<file path="src/rtl/pri_pkg.sv">
// Package of register map, field positions, reset values and carriers for the interrupt block.
package pri_pkg;
   // Register byte offsets on the APB.
   localparam logic [7:0] OFS_MAIN = 8'h00;
   localparam logic [7:0] OFS_EDGE = 8'h04;
   localparam logic [7:0] OFS_EXT  = 8'h08;
   localparam logic [7:0] OFS_RST  = 8'h0c;
   localparam logic [7:0] OFS_STAT = 8'h10;
   // Main control fields.
   localparam int MC_GH  = 7;
   localparam int MC_GL  = 6;
   localparam int MC_T0E = 5;
   localparam int MC_AE  = 4;
   localparam int MC_PCE = 3;
   localparam int MC_T0F = 2;
   localparam int MC_AF  = 1;
   localparam int MC_PCF = 0;
   // Edge and priority control fields.
   localparam int EP_PUD = 7;
   localparam int EP_AED = 6;
   localparam int EP_BED = 5;
   localparam int EP_CED = 4;
   localparam int EP_T0P = 2;
   localparam int EP_PCP = 0;
   // External lines control fields.
   localparam int EX_CP = 7;
   localparam int EX_BP = 6;
   localparam int EX_CE = 4;
   localparam int EX_BE = 3;
   localparam int EX_CF = 1;
   localparam int EX_BF = 0;
   // Reset control field holding the priority mode enable.
   localparam int RC_PM = 7;
   // Reset values and masks of implemented bits.
   localparam logic [7:0] RST_MAIN  = 8'h00;
   localparam logic [7:0] RST_EDGE  = 8'hf5;
   localparam logic [7:0] RST_EXT   = 8'hc0;
   localparam logic [7:0] MASK_EDGE = 8'hf5;
   localparam logic [7:0] MASK_EXT  = 8'hdb;
   // Entry vectors.
   localparam logic [20:0] VEC_HIGH = 21'h000008;
   localparam logic [20:0] VEC_LOW  = 21'h000018;
   // Timing counts.
   localparam int CLKS_PER_INSTR = 4;
   localparam int LAT_STAGES     = 3;
   // Interrupt entry request to the core.
   typedef struct packed {
      logic        take;
      logic        push;
      logic [20:0] vec;
   } pri_entry_t;
endpackage

</file>
<file path="src/rtl/pri_sync.sv">
// Two-flop pin synchroniser with rising and falling edge detection.
`timescale 1ns/1ps
module pri_sync #(
   parameter int W = 3
) (
   // Clock and reset.
   input  wire logic         i_ref_clk,
   input  wire logic         i_sys_rst,
   // Pins and synchronised results.
   input  wire logic [W-1:0] i_pin,
   output logic      [W-1:0] o_lvl,
   output logic      [W-1:0] o_rise,
   output logic      [W-1:0] o_fall
);
   typedef struct packed {
      logic [W-1:0] s1;
      logic [W-1:0] s2;
      logic [W-1:0] prev;
      logic         primed;
   } pri_sync_t;

   pri_sync_t r;
   pri_sync_t n;

   // The first stage feeds only the second; edges come from the second stage.
   always_comb begin
      n        = r;
      n.s1     = i_pin;
      n.s2     = r.s1;
      n.prev   = r.s2;
      n.primed = 1'b1;
   end

   // State register.
   always_ff @(posedge i_ref_clk) begin
      if (i_sys_rst) begin
         r <= '0;
      end else begin
         r <= n;
      end
   end

   // Edges are suppressed only in the first clock after reset; the history stage holds its reset value for two clocks more.
   assign o_lvl  = r.s2;
   assign o_rise = r.s2 & ~r.prev & {W{r.primed}};
   assign o_fall = ~r.s2 & r.prev & {W{r.primed}};
endmodule

</file>
<file path="src/rtl/pri_irq_ctrl.sv">
// Two-level priority interrupt controller with APB register access.
//
// Functional notes
// - High entry 000008h, low entry 000018h.
// - High preempts low; low waits during high.
// - External line a is always high priority.
// - Priority mode: bit 7 high, bit 6 low.
// - Flag, enable, global enable vector; priority picks.
// - Compatibility mode: one vector, bit 6 peripheral.
// - Entry clears the admitting global enable.
// - Entry pushes return address, loads vector.
// - Return instruction sets the matching global enable.
// - Pin events enter in three to four cycles.
// - Flags set regardless of any enable.
// - Clearing high enable blocks every interrupt.
// - Bit 6 gates low or peripheral sources.
// - Timer and line flags stay until cleared.
// - Port flag set while upper pins mismatch.
// - Edge select bits: 1 rising, 0 falling.
// - Pull-up disable bit overrides port latches.
// - Timer and port priority bits reset high.
// - Line b and c fields in third register.
// - Unimplemented bits ignore writes, read zero.
//
// The APB register port and the placing of the registers are this design's own decisions.
`timescale 1ns/1ps
module pri_irq_ctrl #(
   parameter int CLKS_PER_INSTR = pri_pkg::CLKS_PER_INSTR
) (
   // Clock and reset.
   input  wire logic               i_ref_clk,
   input  wire logic               i_sys_rst,
   // APB slave.
   input  wire logic               i_psel,
   input  wire logic               i_penable,
   input  wire logic               i_pwrite,
   input  wire logic [7:0]         i_paddr,
   input  wire logic [31:0]        i_pwdata,
   output logic      [31:0]        o_prdata,
   output logic                    o_pready,
   output logic                    o_pslverr,
   // Interrupt sources.
   input  wire logic               i_tmr0_ovf,
   input  wire logic [2:0]         i_ext_line,
   input  wire logic [3:0]         i_upper_port_pins,
   input  wire logic               i_periph_hi_pend,
   input  wire logic               i_periph_lo_pend,
   // Core handshake.
   input  wire logic               i_port_read,
   input  wire logic               i_return_from_irq_instruction,
   output pri_pkg::pri_entry_t     o_entry,
   output logic                    o_port_pullup_disable
);
   ////////////////////////////////////////////////////////////////////////////////
   typedef struct packed {
      logic [7:0]          mc;
      logic [7:0]          ep;
      logic [7:0]          ex;
      logic                pm;
      logic [3:0]          port_lat;
      logic [7:0]          div;
      logic [2:0]          pipe;
      logic                in_hi;
      logic                in_lo;
      logic                pready;
      logic                pslverr;
      logic [31:0]         prdata;
      pri_pkg::pri_entry_t ent;
      logic                pud;
   } pri_state_t;

   pri_state_t r;
   pri_state_t n;

   logic [2:0] ext_lvl;
   logic [2:0] ext_rise;
   logic [2:0] ext_fall;
   logic [3:0] port_lvl;
   logic [2:0] ext_ev;
   logic [4:0] flg;
   logic [4:0] ena;
   logic [4:0] pri;
   logic [4:0] act;
   logic       req_h;
   logic       req_l;
   logic       ok_h;
   logic       ok_l;
   logic       instr_en;
   logic       take;
   logic       take_hi;
   logic       mismatch;
   logic       acc;
   logic       wr_fire;
   logic       hit;
   logic [7:0] rd_byte;
   logic [7:0] wb;

   ////////////////////////////////////////////////////////////////////////////////
   // Pin synchronisers for the external lines and the watched port.
   pri_sync #(.W(3)) u_ext_sync (
      .i_ref_clk (i_ref_clk),
      .i_sys_rst (i_sys_rst),
      .i_pin     (i_ext_line),
      .o_lvl     (ext_lvl),
      .o_rise    (ext_rise),
      .o_fall    (ext_fall)
   );

   pri_sync #(.W(4)) u_port_sync (
      .i_ref_clk (i_ref_clk),
      .i_sys_rst (i_sys_rst),
      .i_pin     (i_upper_port_pins),
      .o_lvl     (port_lvl),
      .o_rise    (),
      .o_fall    ()
   );

   ////////////////////////////////////////////////////////////////////////////////
   // Source decode and eligibility, taken from registered state and the unregistered peripheral pending inputs.
   always_comb begin
      ext_ev[0] = r.ep[pri_pkg::EP_AED] ? ext_rise[0] : ext_fall[0];
      ext_ev[1] = r.ep[pri_pkg::EP_BED] ? ext_rise[1] : ext_fall[1];
      ext_ev[2] = r.ep[pri_pkg::EP_CED] ? ext_rise[2] : ext_fall[2];
      mismatch  = port_lvl != r.port_lat;
      // Order: port, line c, line b, line a, timer.
      flg = {r.mc[pri_pkg::MC_PCF], r.ex[pri_pkg::EX_CF], r.ex[pri_pkg::EX_BF],
             r.mc[pri_pkg::MC_AF], r.mc[pri_pkg::MC_T0F]};
      ena = {r.mc[pri_pkg::MC_PCE], r.ex[pri_pkg::EX_CE], r.ex[pri_pkg::EX_BE],
             r.mc[pri_pkg::MC_AE], r.mc[pri_pkg::MC_T0E]};
      pri = {r.ep[pri_pkg::EP_PCP], r.ex[pri_pkg::EX_CP], r.ex[pri_pkg::EX_BP],
             1'b1, r.ep[pri_pkg::EP_T0P]};
      act = flg & ena;
      if (r.pm) begin
         // High enable gates high sources; low needs both enables.
         req_h = r.mc[pri_pkg::MC_GH] & ((|(act & pri)) | i_periph_hi_pend);
         req_l = r.mc[pri_pkg::MC_GH] & r.mc[pri_pkg::MC_GL] &
                 ((|(act & ~pri)) | i_periph_lo_pend);
      end else begin
         // One global enable, bit 6 gates peripherals, priorities ignored.
         req_h = r.mc[pri_pkg::MC_GH] & ((|act) | (r.mc[pri_pkg::MC_GL] &
                 (i_periph_hi_pend | i_periph_lo_pend)));
         req_l = 1'b0;
      end
      ok_h     = req_h & ~r.in_hi;
      ok_l     = req_l & ~r.in_hi & ~r.in_lo;
      instr_en = r.div == 8'(CLKS_PER_INSTR - 1);
      // Entry on the third eligible boundary bounds pin latency to four instruction cycles.
      take     = instr_en & r.pipe[pri_pkg::LAT_STAGES-2] & (ok_h | ok_l);
      take_hi  = ok_h;
   end

   ////////////////////////////////////////////////////////////////////////////////
   // APB decode and read multiplexer.
   always_comb begin
      acc     = i_psel & i_penable;
      wr_fire = acc & r.pready & i_pwrite;
      wb      = i_pwdata[7:0];
      hit     = 1'b1;
      rd_byte = 8'h00;
      case (i_paddr)
         pri_pkg::OFS_MAIN: rd_byte = r.mc;
         pri_pkg::OFS_EDGE: rd_byte = r.ep & pri_pkg::MASK_EDGE;
         pri_pkg::OFS_EXT:  rd_byte = r.ex & pri_pkg::MASK_EXT;
         pri_pkg::OFS_RST:  rd_byte = {r.pm, 7'h00};
         pri_pkg::OFS_STAT: rd_byte = {6'h00, r.in_hi, r.in_lo};
         default:           hit = 1'b0;
      endcase
   end

   ////////////////////////////////////////////////////////////////////////////////
   // Next-state logic: bus writes first, then hardware sets, entry and return.
   always_comb begin
      n = r;
      // Instruction cycle enable from the clock divider.
      n.div = instr_en ? 8'h00 : r.div + 8'h01;
      // One wait state so that read data come from a register.
      n.pready  = acc & ~r.pready;
      n.pslverr = acc & ~r.pready & ~hit;
      n.prdata  = (acc & ~r.pready) ? {24'h000000, rd_byte} : 32'h00000000;
      if (wr_fire) begin
         case (i_paddr)
            pri_pkg::OFS_MAIN: n.mc = wb;
            pri_pkg::OFS_EDGE: n.ep = wb & pri_pkg::MASK_EDGE;
            pri_pkg::OFS_EXT:  n.ex = wb & pri_pkg::MASK_EXT;
            pri_pkg::OFS_RST:  n.pm = wb[pri_pkg::RC_PM];
            default:           n.pm = r.pm;
         endcase
      end
      // Hardware sets win over a clearing write in the same cycle.
      if (i_tmr0_ovf) begin
         n.mc[pri_pkg::MC_T0F] = 1'b1;
      end
      if (ext_ev[0]) begin
         n.mc[pri_pkg::MC_AF] = 1'b1;
      end
      if (ext_ev[1]) begin
         n.ex[pri_pkg::EX_BF] = 1'b1;
      end
      if (ext_ev[2]) begin
         n.ex[pri_pkg::EX_CF] = 1'b1;
      end
      if (mismatch) begin
         n.mc[pri_pkg::MC_PCF] = 1'b1;
      end
      // A port read captures the pins and so ends the mismatch.
      if (i_port_read) begin
         n.port_lat = port_lvl;
      end
      // Requests must stay eligible for several instruction cycles before entry.
      if (instr_en) begin
         n.pipe = (ok_h | ok_l) ? {r.pipe[1:0], 1'b1} : 3'b000;
      end
      n.ent.take = 1'b0;
      n.ent.push = 1'b0;
      if (take) begin
         n.pipe     = 3'b000;
         n.ent.take = 1'b1;
         n.ent.push = 1'b1;
         n.ent.vec  = take_hi ? pri_pkg::VEC_HIGH : pri_pkg::VEC_LOW;
         if (take_hi) begin
            n.mc[pri_pkg::MC_GH] = 1'b0;
            n.in_hi = 1'b1;
         end else begin
            n.mc[pri_pkg::MC_GL] = 1'b0;
            n.in_lo = 1'b1;
         end
      end else if (i_return_from_irq_instruction) begin
         // Return re-opens the level that was being serviced.
         if (r.pm && !r.in_hi && r.in_lo) begin
            n.mc[pri_pkg::MC_GL] = 1'b1;
            n.in_lo = 1'b0;
         end else begin
            n.mc[pri_pkg::MC_GH] = 1'b1;
            n.in_hi = 1'b0;
            n.in_lo = r.pm & r.in_lo;
         end
      end
      n.pud = r.ep[pri_pkg::EP_PUD];
   end

   ////////////////////////////////////////////////////////////////////////////////
   // State register.
   always_ff @(posedge i_ref_clk) begin
      if (i_sys_rst) begin
         r    <= '0;
         r.mc <= pri_pkg::RST_MAIN;
         r.ep <= pri_pkg::RST_EDGE;
         r.ex <= pri_pkg::RST_EXT;
      end else begin
         r <= n;
      end
   end

   // Outputs come straight from the state register.
   assign o_prdata              = r.prdata;
   assign o_pready              = r.pready;
   assign o_pslverr             = r.pslverr;
   assign o_entry               = r.ent;
   assign o_port_pullup_disable = r.pud;

   ////////////////////////////////////////////////////////////////////////////////
   // Checks on the entry, enable, flag and reserved bit behaviour.
   property p_vec_legal;
      @(posedge i_ref_clk) disable iff (i_sys_rst)
      r.ent.take |-> (r.ent.vec == pri_pkg::VEC_HIGH || r.ent.vec == pri_pkg::VEC_LOW);
   endproperty
   a_vec_legal: assert property (p_vec_legal) else $error("Illegal entry vector.");

   property p_compat_high;
      @(posedge i_ref_clk) disable iff (i_sys_rst)
      (take && !r.pm) |=> (r.ent.vec == pri_pkg::VEC_HIGH);
   endproperty
   a_compat_high: assert property (p_compat_high) else $error("Low vector in compat.");

   property p_clear_gh;
      @(posedge i_ref_clk) disable iff (i_sys_rst)
      (take && take_hi) |=> (!r.mc[pri_pkg::MC_GH] && r.in_hi);
   endproperty
   a_clear_gh: assert property (p_clear_gh) else $error("High enable not cleared.");

   property p_no_low_in_high;
      @(posedge i_ref_clk) disable iff (i_sys_rst)
      r.in_hi |-> !(take && !take_hi);
   endproperty
   a_no_low_in_high: assert property (p_no_low_in_high) else $error("Low taken in high.");

   property p_high_first;
      @(posedge i_ref_clk) disable iff (i_sys_rst)
      (take && ok_h && ok_l) |=> (r.ent.vec == pri_pkg::VEC_HIGH);
   endproperty
   a_high_first: assert property (p_high_first) else $error("Low beat high.");

   property p_tmr_flag;
      @(posedge i_ref_clk) disable iff (i_sys_rst)
      (i_tmr0_ovf || (r.mc[pri_pkg::MC_T0F] && !(wr_fire && i_paddr == pri_pkg::OFS_MAIN)))
         |=> r.mc[pri_pkg::MC_T0F];
   endproperty
   a_tmr_flag: assert property (p_tmr_flag) else $error("Timer flag lost.");

   property p_port_flag;
      @(posedge i_ref_clk) disable iff (i_sys_rst)
      mismatch |=> r.mc[pri_pkg::MC_PCF];
   endproperty
   a_port_flag: assert property (p_port_flag) else $error("Port flag not set.");

   property p_return_from_irq_instruction;
      @(posedge i_ref_clk) disable iff (i_sys_rst)
      (i_return_from_irq_instruction && !take && !r.pm) |=> (r.mc[pri_pkg::MC_GH] && !r.in_hi);
   endproperty
   a_return_from_irq_instruction: assert property (p_return_from_irq_instruction) else $error("Return did not re-enable.");

   property p_latency;
      @(posedge i_ref_clk) disable iff (i_sys_rst)
      take |-> ($past(ok_h | ok_l, CLKS_PER_INSTR) && r.pipe[1]);
   endproperty
   a_latency: assert property (p_latency) else $error("Entry came too early.");

   property p_resv_zero;
      @(posedge i_ref_clk) disable iff (i_sys_rst)
      r.pready |-> (r.ex[5] == 1'b0 && r.ex[2] == 1'b0 && r.ep[3] == 1'b0);
   endproperty
   a_resv_zero: assert property (p_resv_zero) else $error("Reserved bit set.");

   property p_clear_gl;
      @(posedge i_ref_clk) disable iff (i_sys_rst)
      (take && !take_hi) |=> (!r.mc[pri_pkg::MC_GL] && r.in_lo);
   endproperty
   a_clear_gl: assert property (p_clear_gl) else $error("Low enable not cleared.");

   property p_ret_low;
      @(posedge i_ref_clk) disable iff (i_sys_rst)
      (i_return_from_irq_instruction && !take && r.pm && !r.in_hi && r.in_lo)
         |=> (r.mc[pri_pkg::MC_GL] && !r.in_lo);
   endproperty
   a_ret_low: assert property (p_ret_low) else $error("Return did not reopen low.");

   property p_gate_all;
      @(posedge i_ref_clk) disable iff (i_sys_rst)
      !r.mc[pri_pkg::MC_GH] |-> !take;
   endproperty
   a_gate_all: assert property (p_gate_all) else $error("Entry while disabled.");

   property p_periph_gate;
      @(posedge i_ref_clk) disable iff (i_sys_rst)
      (!r.pm && !r.mc[pri_pkg::MC_GL] && act == 5'h00) |-> !take;
   endproperty
   a_periph_gate: assert property (p_periph_gate) else $error("Gated entry.");

   property p_line_flag;
      @(posedge i_ref_clk) disable iff (i_sys_rst)
      ext_ev[1] |=> r.ex[pri_pkg::EX_BF];
   endproperty
   a_line_flag: assert property (p_line_flag) else $error("Line b flag not set.");
endmodule

</file>
<file path="config.mk">
export PLATFORM = sky130hd
export DESIGN_NAME = pri_irq_ctrl
export DESIGN_NICKNAME = d
export VERILOG_FILES = /design/src/rtl/pri_pkg.sv /design/src/rtl/pri_sync.sv /design/src/rtl/pri_irq_ctrl.sv
export SDC_FILE = /design/constraint.sdc
export NUM_CORES = 1
export LEC_CHECK = 0
export BUFFER_PORTS_ARGS = -buffer_cell sky130_fd_sc_hd__buf_2
export CAP_MARGIN = 20
export CORE_AREA = 4 4 95 97
export CTS_CLUSTER_SIZE = 24
export DETAILED_ROUTE_END_ITERATION = 8
export DIE_AREA = 0 0 99 101
export HOLD_SLACK_MARGIN = 0.08
export PLACE_DENSITY = 0.76
export SYNTH_ARGS = -nofsm -noshare
export SYNTH_HDL_FRONTEND = slang
export SYNTH_SLANG_ARGS = --single-unit
</file>
<file path="constraint.sdc">
create_clock -name i_ref_clk -period 2.7 [get_ports i_ref_clk]
set_clock_uncertainty 0.15 [all_clocks]
set_input_delay 0.135 -clock i_ref_clk [delete_from_list [all_inputs] [get_ports i_ref_clk]]
set_output_delay 0.135 -clock i_ref_clk [all_outputs]
set_load 0.03 [all_outputs]
</file>
==> results.tsv, run 1 <==
metric	value	unit
Final Hold Vio Count	0	
fill count	783	
Reg2Reg Setup Slack	540	ps
Worst-Margin Slew	501	ps
die area	0.0100	mm2
vias in the first global route	2281	
Root Buffer	clkbuf_8	
Gate Count Post-Synth	351	
DIE WIDTH	99	um
Core ar.	0.00813	mm2
Post-DP HPWL	4.47	mm
Seq cells post-synth	69	
clock sink total	69	
Post-DRT Antenna Nets	0	
fin. max-slew vios	0	
CP Class	in2reg	
global-route wire length before repair	10.2	mm
synth unique cells	44	
gr ovfl total	0	
RSZ-0062 raised after global routing	no	
Worst Hold Class	in2reg	
synth warn	0	
area of the mapped netlist	0.00322	mm2
largest net degree at the start of global routing	33	
Max Cap Viol	0	
total number of H-tree levels	3	
Port Buffers	47	
CTS buffer count	9	
gpl congestion	0.820	
Routed wire per std cell	11.7	um
met1 WL	2.57	mm
post-synthesis sequential area ratio	43.0	%
Die Ht	101	um
Worst Hold Launch	i_paddr[3]	
vias per cell	4.50	
P_leak	1.67	nW
slew margin rel.	65.7	%
CTS tree	done	
Period minus WS final	2480	ps
crit start category	input pin	
Cell Rows	33	
Total GRT Usage	12.8	%
outcome	completed	
Worst Hold End	o_prdata[2]$_SDFF_PP0_	
post-CTS sizing	0	
CTS Hold Bufs	27	
routed wl met3	493	um
layout cell share with drive strength beyond 1	17.5	%
uppermost routed layer	met4	
setup TNS	0	ps
initial core utilization	39.5	%
pwr/cell area	560	mW/mm2
area grow syn2layout	16.9	%
Routed WL	6.09	mm
CP required	2820	ps
Max Fclk	403	MHz
met2 WL	2.93	mm
period utilization	92.0	%
critical path arrival	2600	ps
Worst setup EP type	flop	
Final #Nets	472	
CTS Buffer Depth	2	
Clk Latency, worst-skew pair	340	ps
r2r startpoint	r[68]$_SDFF_PP0_	
io pins	115	
total power	2.10	mW
initial antenna violation count	0	
Setup Fix Bufs, Post-CTS	0	
# DRC	0	
Final setup viols	0	
via count	2352	
Clock Pin Slew Worst Setup and Hold Paths	60	ps
n_diodes	0	
Syn Area/Cell	9.16	um2
reg2reg end	r[98]$_SDFF_PP0_	
IR drop worst, VDD	0.285	mV
R2R depth	6	
CP Max Fanout	6	
WHS Path Cells	2	
drt pass-1 iters	4	
1st-iter DRT viols	117	
==> layer usage <==
metal / track usage [%] / vias to the layer above
met4: 5.67 / 0
met2: 21.3 / 80
met3: 4.08 / 11
met5: 0 / -
li1: - / 1197
met1: 15.0 / 1064
==> where the power goes <==
group          internal, mW  switching, mW  total, mW
Combinational        0.0780          0.151      0.229
Clock                 0.473          0.340      0.813
Sequential             1.04         0.0170       1.06
==> worst max path at each step <==
stage | start | end | cells past startpoint
2_1_floorplan | r[68]$_SDFF_PP0_ | r[98]$_SDFF_PP0_ | 6
3_3_place_gp | i_paddr[7] | r[88]$_SDFFE_PP1P_ | 6
3_5_place_dp | i_paddr[7] | pri[0]$_SDFFE_PP1P_ | 6
4_1_cts | i_paddr[1] | o_prdata[5]$_SDFF_PP0_ | 8
5_1_grt | i_paddr[1] | o_prdata[3]$_SDFF_PP0_ | 8
6_report | i_paddr[1] | o_prdata[5]$_SDFF_PP0_ | 8
==> synthesized netlist by cell type <==
| master | instances | area (um2) |
|---|---|---|
| nand3b_1 | 1 | 7.51 |
| nor2b_1 | 20 | 125 |
| a21oi_1 | 14 | 70.1 |
| nor4_1 | 2 | 12.5 |
| nand2_4 | 2 | 22.5 |
| nor2_8 | 1 | 20.0 |
| clkbuf_1 | 9 | 33.8 |
| or2_2 | 2 | 12.5 |
| dfxtp_1 | 69 | 1380 |
| nand4b_1 | 3 | 26.3 |
| conb_1 | 1 | 3.75 |
| nor3_2 | 1 | 10.0 |
| inv_1 | 5 | 18.8 |
| and2_1 | 2 | 12.5 |
| and3_1 | 3 | 18.8 |
| o41a_1 | 1 | 11.3 |
| or3_4 | 1 | 11.3 |
| o22ai_1 | 2 | 12.5 |
| nor2_1 | 35 | 131 |
| o22a_1 | 1 | 8.76 |
| nor4_4 | 1 | 21.3 |
| nand2b_1 | 2 | 12.5 |
| nand2_1 | 35 | 131 |
| nor3_4 | 1 | 16.3 |
| mux4_2 | 1 | 22.5 |
| a21boi_0 | 1 | 7.51 |
| nor3_1 | 7 | 35.0 |
| or3_1 | 2 | 12.5 |
| buf_4 | 56 | 420 |
| ha_1 | 1 | 12.5 |
| a22o_1 | 1 | 8.76 |
| o21ai_0 | 5 | 25.0 |
| a2111oi_0 | 1 | 8.76 |
| xor2_1 | 8 | 70.1 |
| nand4_1 | 2 | 12.5 |
| or4_4 | 2 | 22.5 |
| o21a_1 | 4 | 30.0 |
| mux2i_1 | 31 | 310 |
| or2b_1 | 1 | 7.51 |
| buf_2 | 1 | 5.00 |
| a31oi_1 | 1 | 6.26 |
| nand3_1 | 10 | 50.1 |
| xnor2_1 | 1 | 8.76 |
| o31ai_1 | 1 | 7.51 |
==> sequential cells by signal, indices dropped and copies added (netlist names) <==
| signal | cells |
|---|---|
| flg | 5 |
| u_ext_sync.o_lvl | 3 |
| ena | 5 |
| o_pslverr | 1 |
| o_port_pullup_disable | 1 |
| o_prdata | 8 |
| u_port_sync.o_lvl | 4 |
| u_port_sync.n | 4 |
| pri | 4 |
| n | 1 |
| o_pready | 1 |
| u_ext_sync.n | 3 |
| o_entry | 3 |
| r | 22 |
| u_ext_sync.r | 4 |
==> critical path, cell delays in order <==
cell,delay [ps]
dlygate4sd3_1,530
buf_2,120
or4_4,490
dlygate4sd3_1,590
nor2_1,130
nand2_1,90
or2_2,340
nor3_1,170
==> kinds of logic after synthesis <==
kind of cell             share of synthesized area [%]
AO/OA/AOI/OAI                                     6.11
buffers and inverters                             14.9
XOR/XNOR                                          2.45
flip-flops                                        43.0
AND/OR/NAND/NOR                                   22.8
other                                            0.117
adder cells (fa/ha/maj)                          0.389
multiplexers                                      10.4
==> final cells by class <==
type                       count  area [um2]  area share (%)
multi-input combinational    253        1510            40.3
sequential                    69        1380            36.8
timing repair buffer          76         520            13.8
clock buffer                  14         163            4.33
tap                          105         131            3.50
clock inverter                 1        30.0           0.799
inverter                       5        18.8           0.499
==> layout by cell type (no fill, tap or decap), types with 3 or more instances in the layout <==
cell type	count
nor3_1	7
dlygate4sd3_1	27
a21oi_1	14
nand4b_1	3
mux2i_1	31
buf_2	47
inv_1	5
xor2_1	8
nor2b_1	20
conb_1	43
clkbuf_1	3
and3_1	3
clkbuf_8	11
nand3_1	10
o21ai_0	5
dfxtp_1	69
nor2_1	35
o21a_1	4
nand2_1	35
==> metrics by stage <==
stage               area (um2)  instances  util [%]  setup WS [ps]  hold slack (ps)
floorplan                 3370        393         -            690              113
global placement          3300        481      40.5            414              192
detailed placement        3300        481      40.5            393              198
CTS                       3760        523      46.2            228             88.9
global route              3760        523      46.2            101              135
finish                    3760        523      46.2            217              110
No activity file was read; power rests on OpenSTA's default activity.
==> run 2, diff against run 1 <==
--- a/config.mk
+++ b/config.mk
@@ -5,14 +5,15 @@
 export SDC_FILE = /design/constraint.sdc
 export NUM_CORES = 1
 export LEC_CHECK = 0
+export ABC_AREA = 1
 export BUFFER_PORTS_ARGS = -buffer_cell sky130_fd_sc_hd__buf_2
 export CAP_MARGIN = 20
-export CORE_AREA = 4 4 95 97
+export CORE_AREA = 4 4 98 100
 export CTS_CLUSTER_SIZE = 24
 export DETAILED_ROUTE_END_ITERATION = 8
-export DIE_AREA = 0 0 99 101
+export DIE_AREA = 0 0 102 104
 export HOLD_SLACK_MARGIN = 0.08
-export PLACE_DENSITY = 0.76
+export PLACE_DENSITY = 0.75
 export SYNTH_ARGS = -nofsm -noshare
 export SYNTH_HDL_FRONTEND = slang
 export SYNTH_SLANG_ARGS = --single-unit
==> results.tsv, run 2 <==
metric	value	unit	change
outcome	completed		
ys flop type	dfxtp_1		
CP Max Fanout	10		+4
period utilization	81.5	%	-11 points
Cell Rows	34		+3.0%
# DRC	0		unchanged
met1 WL	3.13	mm	+22%
met2 WL	3.53	mm	+20%
Port Buffers	47		unchanged
critical path arrival	2330	ps	-270 ps
synth warn	0		unchanged
Final #Nets	570		+21%
largest cells by area after synthesis	dfxtp_1 40%, buf_4 12%, nand2_1 8.0%, nor2_1 6.7%, inv_1 4.8%		
worst path cell trace	dlygate4sd3_1 > buf_2 > nor2_2 > nand2_4 > nor2_8 > nand2_8 > inv_2 > nand2_1 > a21oi_1 > dlygate4sd3_1		
most common cell after layout, fill and taps aside	nand2_1		
area grow syn2layout	17.4	%	
Synth top area share	40.4	%	-2.6 points
Period minus WS final	2200	ps	-284 ps
top post-synthesis cells by count	73 x nand2_1, 69 x dfxtp_1, 61 x nor2_1		
initial core utilization	39.4	%	-0.13 points
synth unique cells	41		-6.8%
Max Fclk	455	MHz	+13%
layout cell share with drive strength beyond 1	19.6	%	+2.1 points
most frequent cells in the layout	73 x nand2_1, 69 x dfxtp_1, 61 x nor2_1		
Final Hold Vio Count	0		unchanged
crit start category	input pin		
Clock Pin Slew Worst Setup and Hold Paths	70	ps	about the same
vias per cell	4.47		-0.58%
CP Buf/Inv Count	4		+1
Seq cells post-synth	69		unchanged
vias in the first global route	2790		+22%
Syn Area/Cell	7.74	um2	-16%
Worst Hold Class	in2reg		
gpl congestion	0.873		+6.5%
Max Cap Viol	0		unchanged
dominant cell type by area after synthesis	dfxtp_1		
Largest Register	r		
Place WS	1030	ps	+637 ps
worst setup slack after layout	500	ps	+284 ps
CTS buffer count	9		unchanged
routed wl met3	475	um	-3.7%
CTS Buffer Depth	2		unchanged
gr ovfl total	0		unchanged
Clk Latency, worst-skew pair	340	ps	about the same
Crit-path slowest cell	dlygate4sd3_1		
Core ar.	0.00868	mm2	+6.7%
CP required	2830	ps	about the same
die area	0.0106	mm2	+6.1%
P_leak	1.99	nW	+19%
pwr/cell area	552	mW/mm2	-1.4%
CP max stage delay	560	ps	-30 ps
crit-path most repeated cell	dlygate4sd3_1		
Worst setup EP type	flop		
post-CTS sizing	0		unchanged
DIE WIDTH	102	um	+3.0%
delay-heaviest family, CP	buffers and inverters		
Total GRT Usage	13.9	%	+1.1 points
Post-DRT Antenna Nets	0		unchanged
fin. max-slew vios	0		unchanged
Post-DP HPWL	5.44	mm	+22%
IR drop worst, VDD	0.272	mV	-4.3%
RSZ-0062 raised after global routing	no		
area of the mapped netlist	0.00342	mm2	+6.3%
via count	2790		+19%
global-route wire length before repair	12.1	mm	+18%
cell with the most instances after synthesis	nand2_1		
n_diodes	0		unchanged
initial antenna violation count	0		unchanged
Routed wire per std cell	11.6	um	-0.82%
Gate Count Post-Synth	442		+26%
CP Class	in2reg		
Routed WL	7.21	mm	+18%
EDFF count, synth	0		unchanged
largest net degree at the start of global routing	28		-15%
max reg flops	22		unchanged
uppermost routed layer	met4		
total number of H-tree levels	3		unchanged
drt pass-1 iters	4		unchanged
1st-iter DRT viols	111		-5.1%
Root Buffer	clkbuf_8		
io pins	115		unchanged
clock sink total	69		unchanged
setup TNS	0	ps	unchanged
Final setup viols	0		unchanged
CTS tree	done		
post-synthesis sequential area ratio	40.4	%	-2.6 points
Die Ht	104	um	+3.0%
Post-synth ARST share	0	%	unchanged
-- run 2: cell types whose count changed after synthesis, moves of 10 or more --
cell     delta
nor2_1     +26
a21oi_1    +10
nor2b_1    -20
nand2_1    +38
o21ai_0    +11
mux2i_1    -31
inv_1      +39
-- run 2: power by group --
part | leakage (nW) | total [mW] | internal (mW) | switching (mW)
Combinational | 1.32 | 0.250 | 0.0823 | 0.168
Sequential | 0.563 | 1.06 | 1.05 | 0.0167
Clock | 0.112 | 0.901 | 0.535 | 0.366
Total | 1.99 | 2.21 | 1.66 | 0.551
-- run 2: stage by stage --
stage / cells / hold slack, ps / utilization, % / area [um2] / total power, mW
final: 624 / 130 / 46.3 / 4010 / 2.21
after global routing: 624 / 131 / 46.3 / 4010 / 2.30
after CTS: 624 / 115 / 46.3 / 4010 / 2.24
after detailed placement: 581 / 191 / 40.6 / 3520 / 1.30
after global placement: 581 / 187 / 40.6 / 3520 / 1.30
after floorplan: 484 / 92.0 / - / 3580 / 1.30
-- run 2: final timing paths --
path	startpoint	endpoint	slack (ps)	cells past startpoint
worst min-delay path	i_pwrite	r[89]$_SDFFE_PP1P_	130	5
worst min register to register	u_port_sync.n[5]$_SDFF_PP0_	u_port_sync.o_lvl[0]$_SDFF_PP0_	250	2
worst max register to register	o_pready$_SDFF_PP0_	flg[0]$_SDFFE_PP0P_	670	7
worst max-delay path	i_paddr[4]	flg[0]$_SDFFE_PP0P_	500	10
-- run 2: cell families after synthesis --
logic type,count (synthesis),synth area share [%]
DFF,69,40.4
AOI/OAI and AO/OA,58,9.51
buffers and inverters,116,19.9
xor gates and xnor gates,4,1.02
other,1,0.110
and+or+nand+nor,193,28.6
adders and majority gates,1,0.366
-- run 2: final cells by class --
cell class                      count  area (um2)
Clock inverter                      5        75.1
Sequential cell                    69        1380
Tap cell                          108         135
Fill cell                         864        4660
Clock buffer                       10         138
Multi-Input combinational cell    299        1510
Inverter                           56         240
Timing Repair Buffer               77         531
-- run 2: worst register-to-register path, cell delays in order, from the launching register on --
cell and delay, ps:
dfxtp_1 370, nand2_1 100, nor2_4 290, nand2_8 140, inv_2 140, nand2_1 70
a21oi_1 150, dlygate4sd3_1 560
-- run 2: metal layers --
layer	GRT usage, %	vias to the layer above
met2	24.3	87
li1	-	1434
met3	3.96	9
met5	0	-
met4	4.22	0
met1	16.1	1260
-- run 2: repair_timing --
| item | 4_1_cts | 5_1_grt |
|---|---|---|
| endpoints found under the hold margin | 45 | 0 |
| setup buffers | 0 | 0 |
| hold buffers | 28 | 0 |
==> run 3, diff against run 2 <==
==> constraint.sdc (replaced) <==
create_clock -name i_ref_clk -period 2.25 [get_ports i_ref_clk]
set_clock_uncertainty 0.15 [all_clocks]
set_input_delay 0.1125 -clock i_ref_clk [delete_from_list [all_inputs] [get_ports i_ref_clk]]
set_output_delay 0.1125 -clock i_ref_clk [all_outputs]
set_load 0.03 [all_outputs]
==> results.tsv, run 3 (same netlist as run 2, synthesis figures left out) <==
metric	value	unit	change
layout cell share with drive strength beyond 1	19.5	%	-0.076 points
pwr/cell area	635	mW/mm2	+15%
clock sink total	69		unchanged
placed insts	581		unchanged
fin. max-slew vios	0		unchanged
post-CTS sizing	0		unchanged
initial core utilization	39.4	%	unchanged
largest net degree at the start of global routing	22		-21%
CP Max Fanout	10		unchanged
vias in the first global route	2745		-1.6%
IR drop worst, VDD	0.346	mV	+27%
drt pass-1 iters	4		unchanged
CTS buffer count	9		unchanged
gpl congestion	0.908		+4.0%
CTS Buffer Depth	2		unchanged
# DRC	0		unchanged
period utilization	94.5	%	
CP required	2390	ps	-440 ps
multi-input logic area	0.00151	mm2	unchanged
global-route wire length before repair	11.9	mm	-1.5%
Total GRT Usage	13.7	%	-0.18 points
CP Class	in2reg		
Final setup viols	0		unchanged
gr ovfl total	0		unchanged
most common cell after layout, fill and taps aside	nand2_1		
most frequent cells in the layout	73 x nand2_1, 69 x dfxtp_1, 61 x nor2_1		
cell area after layout	0.00401	mm2	-0.12%
Int Power	1.86	mW	+12%
area grow syn2layout	17.2	%	
Placed Area	0.00352	mm2	unchanged
Max Fclk	470	MHz	
Post-DP HPWL	5.37	mm	-1.3%
total number of H-tree levels	3		unchanged
Max Cap Viol	0		unchanged
switching share of power	26.9	%	+2.1 points
Clk pwr share	38.1	%	-2.6 points
critical path arrival	2260	ps	-70 ps
Clk Latency, worst-skew pair	340	ps	about the same
Setup Fix Bufs, Post-CTS	0		unchanged
Post-DRT Antenna Nets	0		unchanged
Largest Register	r		
Clock Pin Slew Worst Setup and Hold Paths	80	ps	about the same
CTS tree	done		
Core ar.	0.00868	mm2	unchanged
via count	2827		+1.3%
Cell Rows	34		unchanged
FF/Latch Area	0.00138	mm2	unchanged
Worst Hold End	o_prdata[5]$_SDFF_PP0_		
Die Ht	104	um	unchanged
Worst Hold Launch	i_paddr[6]		
Routed wire per std cell	11.3	um	-2.0%
Root Buffer	clkbuf_8		
r2r startpoint	o_pready$_SDFF_PP0_		
Reg2Reg Setup Slack	270	ps	-400 ps
Seq pwr share	50.1	%	+2.1 points
Final Hold Vio Count	0		unchanged
Psw	0.685	mW	+24%
die area	0.0106	mm2	unchanged
Worst Hold Class	in2reg		
1st-iter DRT viols	124		+12%
Routed WL	7.09	mm	-1.7%
reg2reg end	flg[0]$_SDFFE_PP0P_		
Period minus WS final	2130	ps	
initial antenna violation count	0		unchanged
R2R depth	7		unchanged
setup TNS	0	ps	unchanged
fill count	876		+1.4%
filler-free cell count of the finished design	626		+0.32%
Port Buffers	47		unchanged
Worst setup EP type	flop		
max reg flops	22		unchanged
n_diodes	0		unchanged
WHS Path Cells	6		+1
outcome	completed		
P_leak	1.98	nW	-0.89%
Final #Nets	572		+0.35%
total power	2.54	mW	+15%
vias per cell	4.52		+1.0%
Comb pwr share	11.8	%	+0.5 points
RSZ-0062 raised after global routing	no		
DIE WIDTH	102	um	unchanged
io pins	115		unchanged
crit start category	input pin		
CTS Hold Bufs	30		+7.1%
-- run 3: per-stage QoR --
stage | worst slack [ps] | utilization (%) | hold slack, ps
6_report | 124 | 46.2 | 88.7
5_1_grt | 68.7 | 46.2 | 105
4_1_cts | 150 | 46.2 | 85.9
3_5_place_dp | 580 | 40.6 | 172
3_3_place_gp | 656 | 40.6 | 163
2_1_floorplan | 569 | - | 69.5
-- run 3: layout make-up --
| type | instances | share of cell area [%] |
|---|---|---|
| Timing Repair Buffer | 79 | 13.7 |
| Tap cell | 108 | 3.37 |
| Inverter | 56 | 5.99 |
| Multi-Input combinational cell | 299 | 37.8 |
| Clock buffer | 9 | 3.09 |
| Clock inverter | 6 | 1.59 |
| Sequential cell | 69 | 34.5 |
-- run 3: power by group through the flow --
stage / combinational (mW) / clock (mW) / sequential [mW]
2_1_floorplan: 0.253 / 0 / 1.30
3_3_place_gp: 0.254 / 0 / 1.30
3_5_place_dp: 0.260 / 0 / 1.30
4_1_cts: 0.298 / 0.993 / 1.27
5_1_grt: 0.332 / 1.03 / 1.28
6_report: 0.300 / 0.969 / 1.28
-- run 3: worst max-delay path by stage --
stage | startpoint | to | slack [ps] | cells after the start
floorplan | o_pready$_SDFF_PP0_ | flg[3]$_SDFFE_PP0P_ | 570 | 9
global placement | r[63]$_SDFF_PP0_ | r[98]$_SDFF_PP0_ | 660 | 9
detailed placement | r[63]$_SDFF_PP0_ | r[98]$_SDFF_PP0_ | 580 | 9
CTS | i_paddr[4] | flg[0]$_SDFFE_PP0P_ | 150 | 10
global route | i_paddr[4] | flg[0]$_SDFFE_PP0P_ | 70 | 10
finish | i_paddr[4] | flg[0]$_SDFFE_PP0P_ | 120 | 10
-- run 3: layer usage --
metal / track usage (%) / wire [um] / up-vias
met5: 0 / 0 / -
met4: 4.12 / 78 / 0
met3: 3.76 / 490 / 11
met2: 23.3 / 3470 / 88
met1: 16.6 / 3050 / 1287
li1: - / - / 1441
-- run 3: worst max-delay path, cell delays in order --
cell and delay (ps):
dlygate4sd3_1 540, buf_2 130, nor2_2 130, nand2_4 100, nor2_8 240, nand2_8 120
inv_2 130, nand2_1 60, a21oi_1 130, dlygate4sd3_1 560
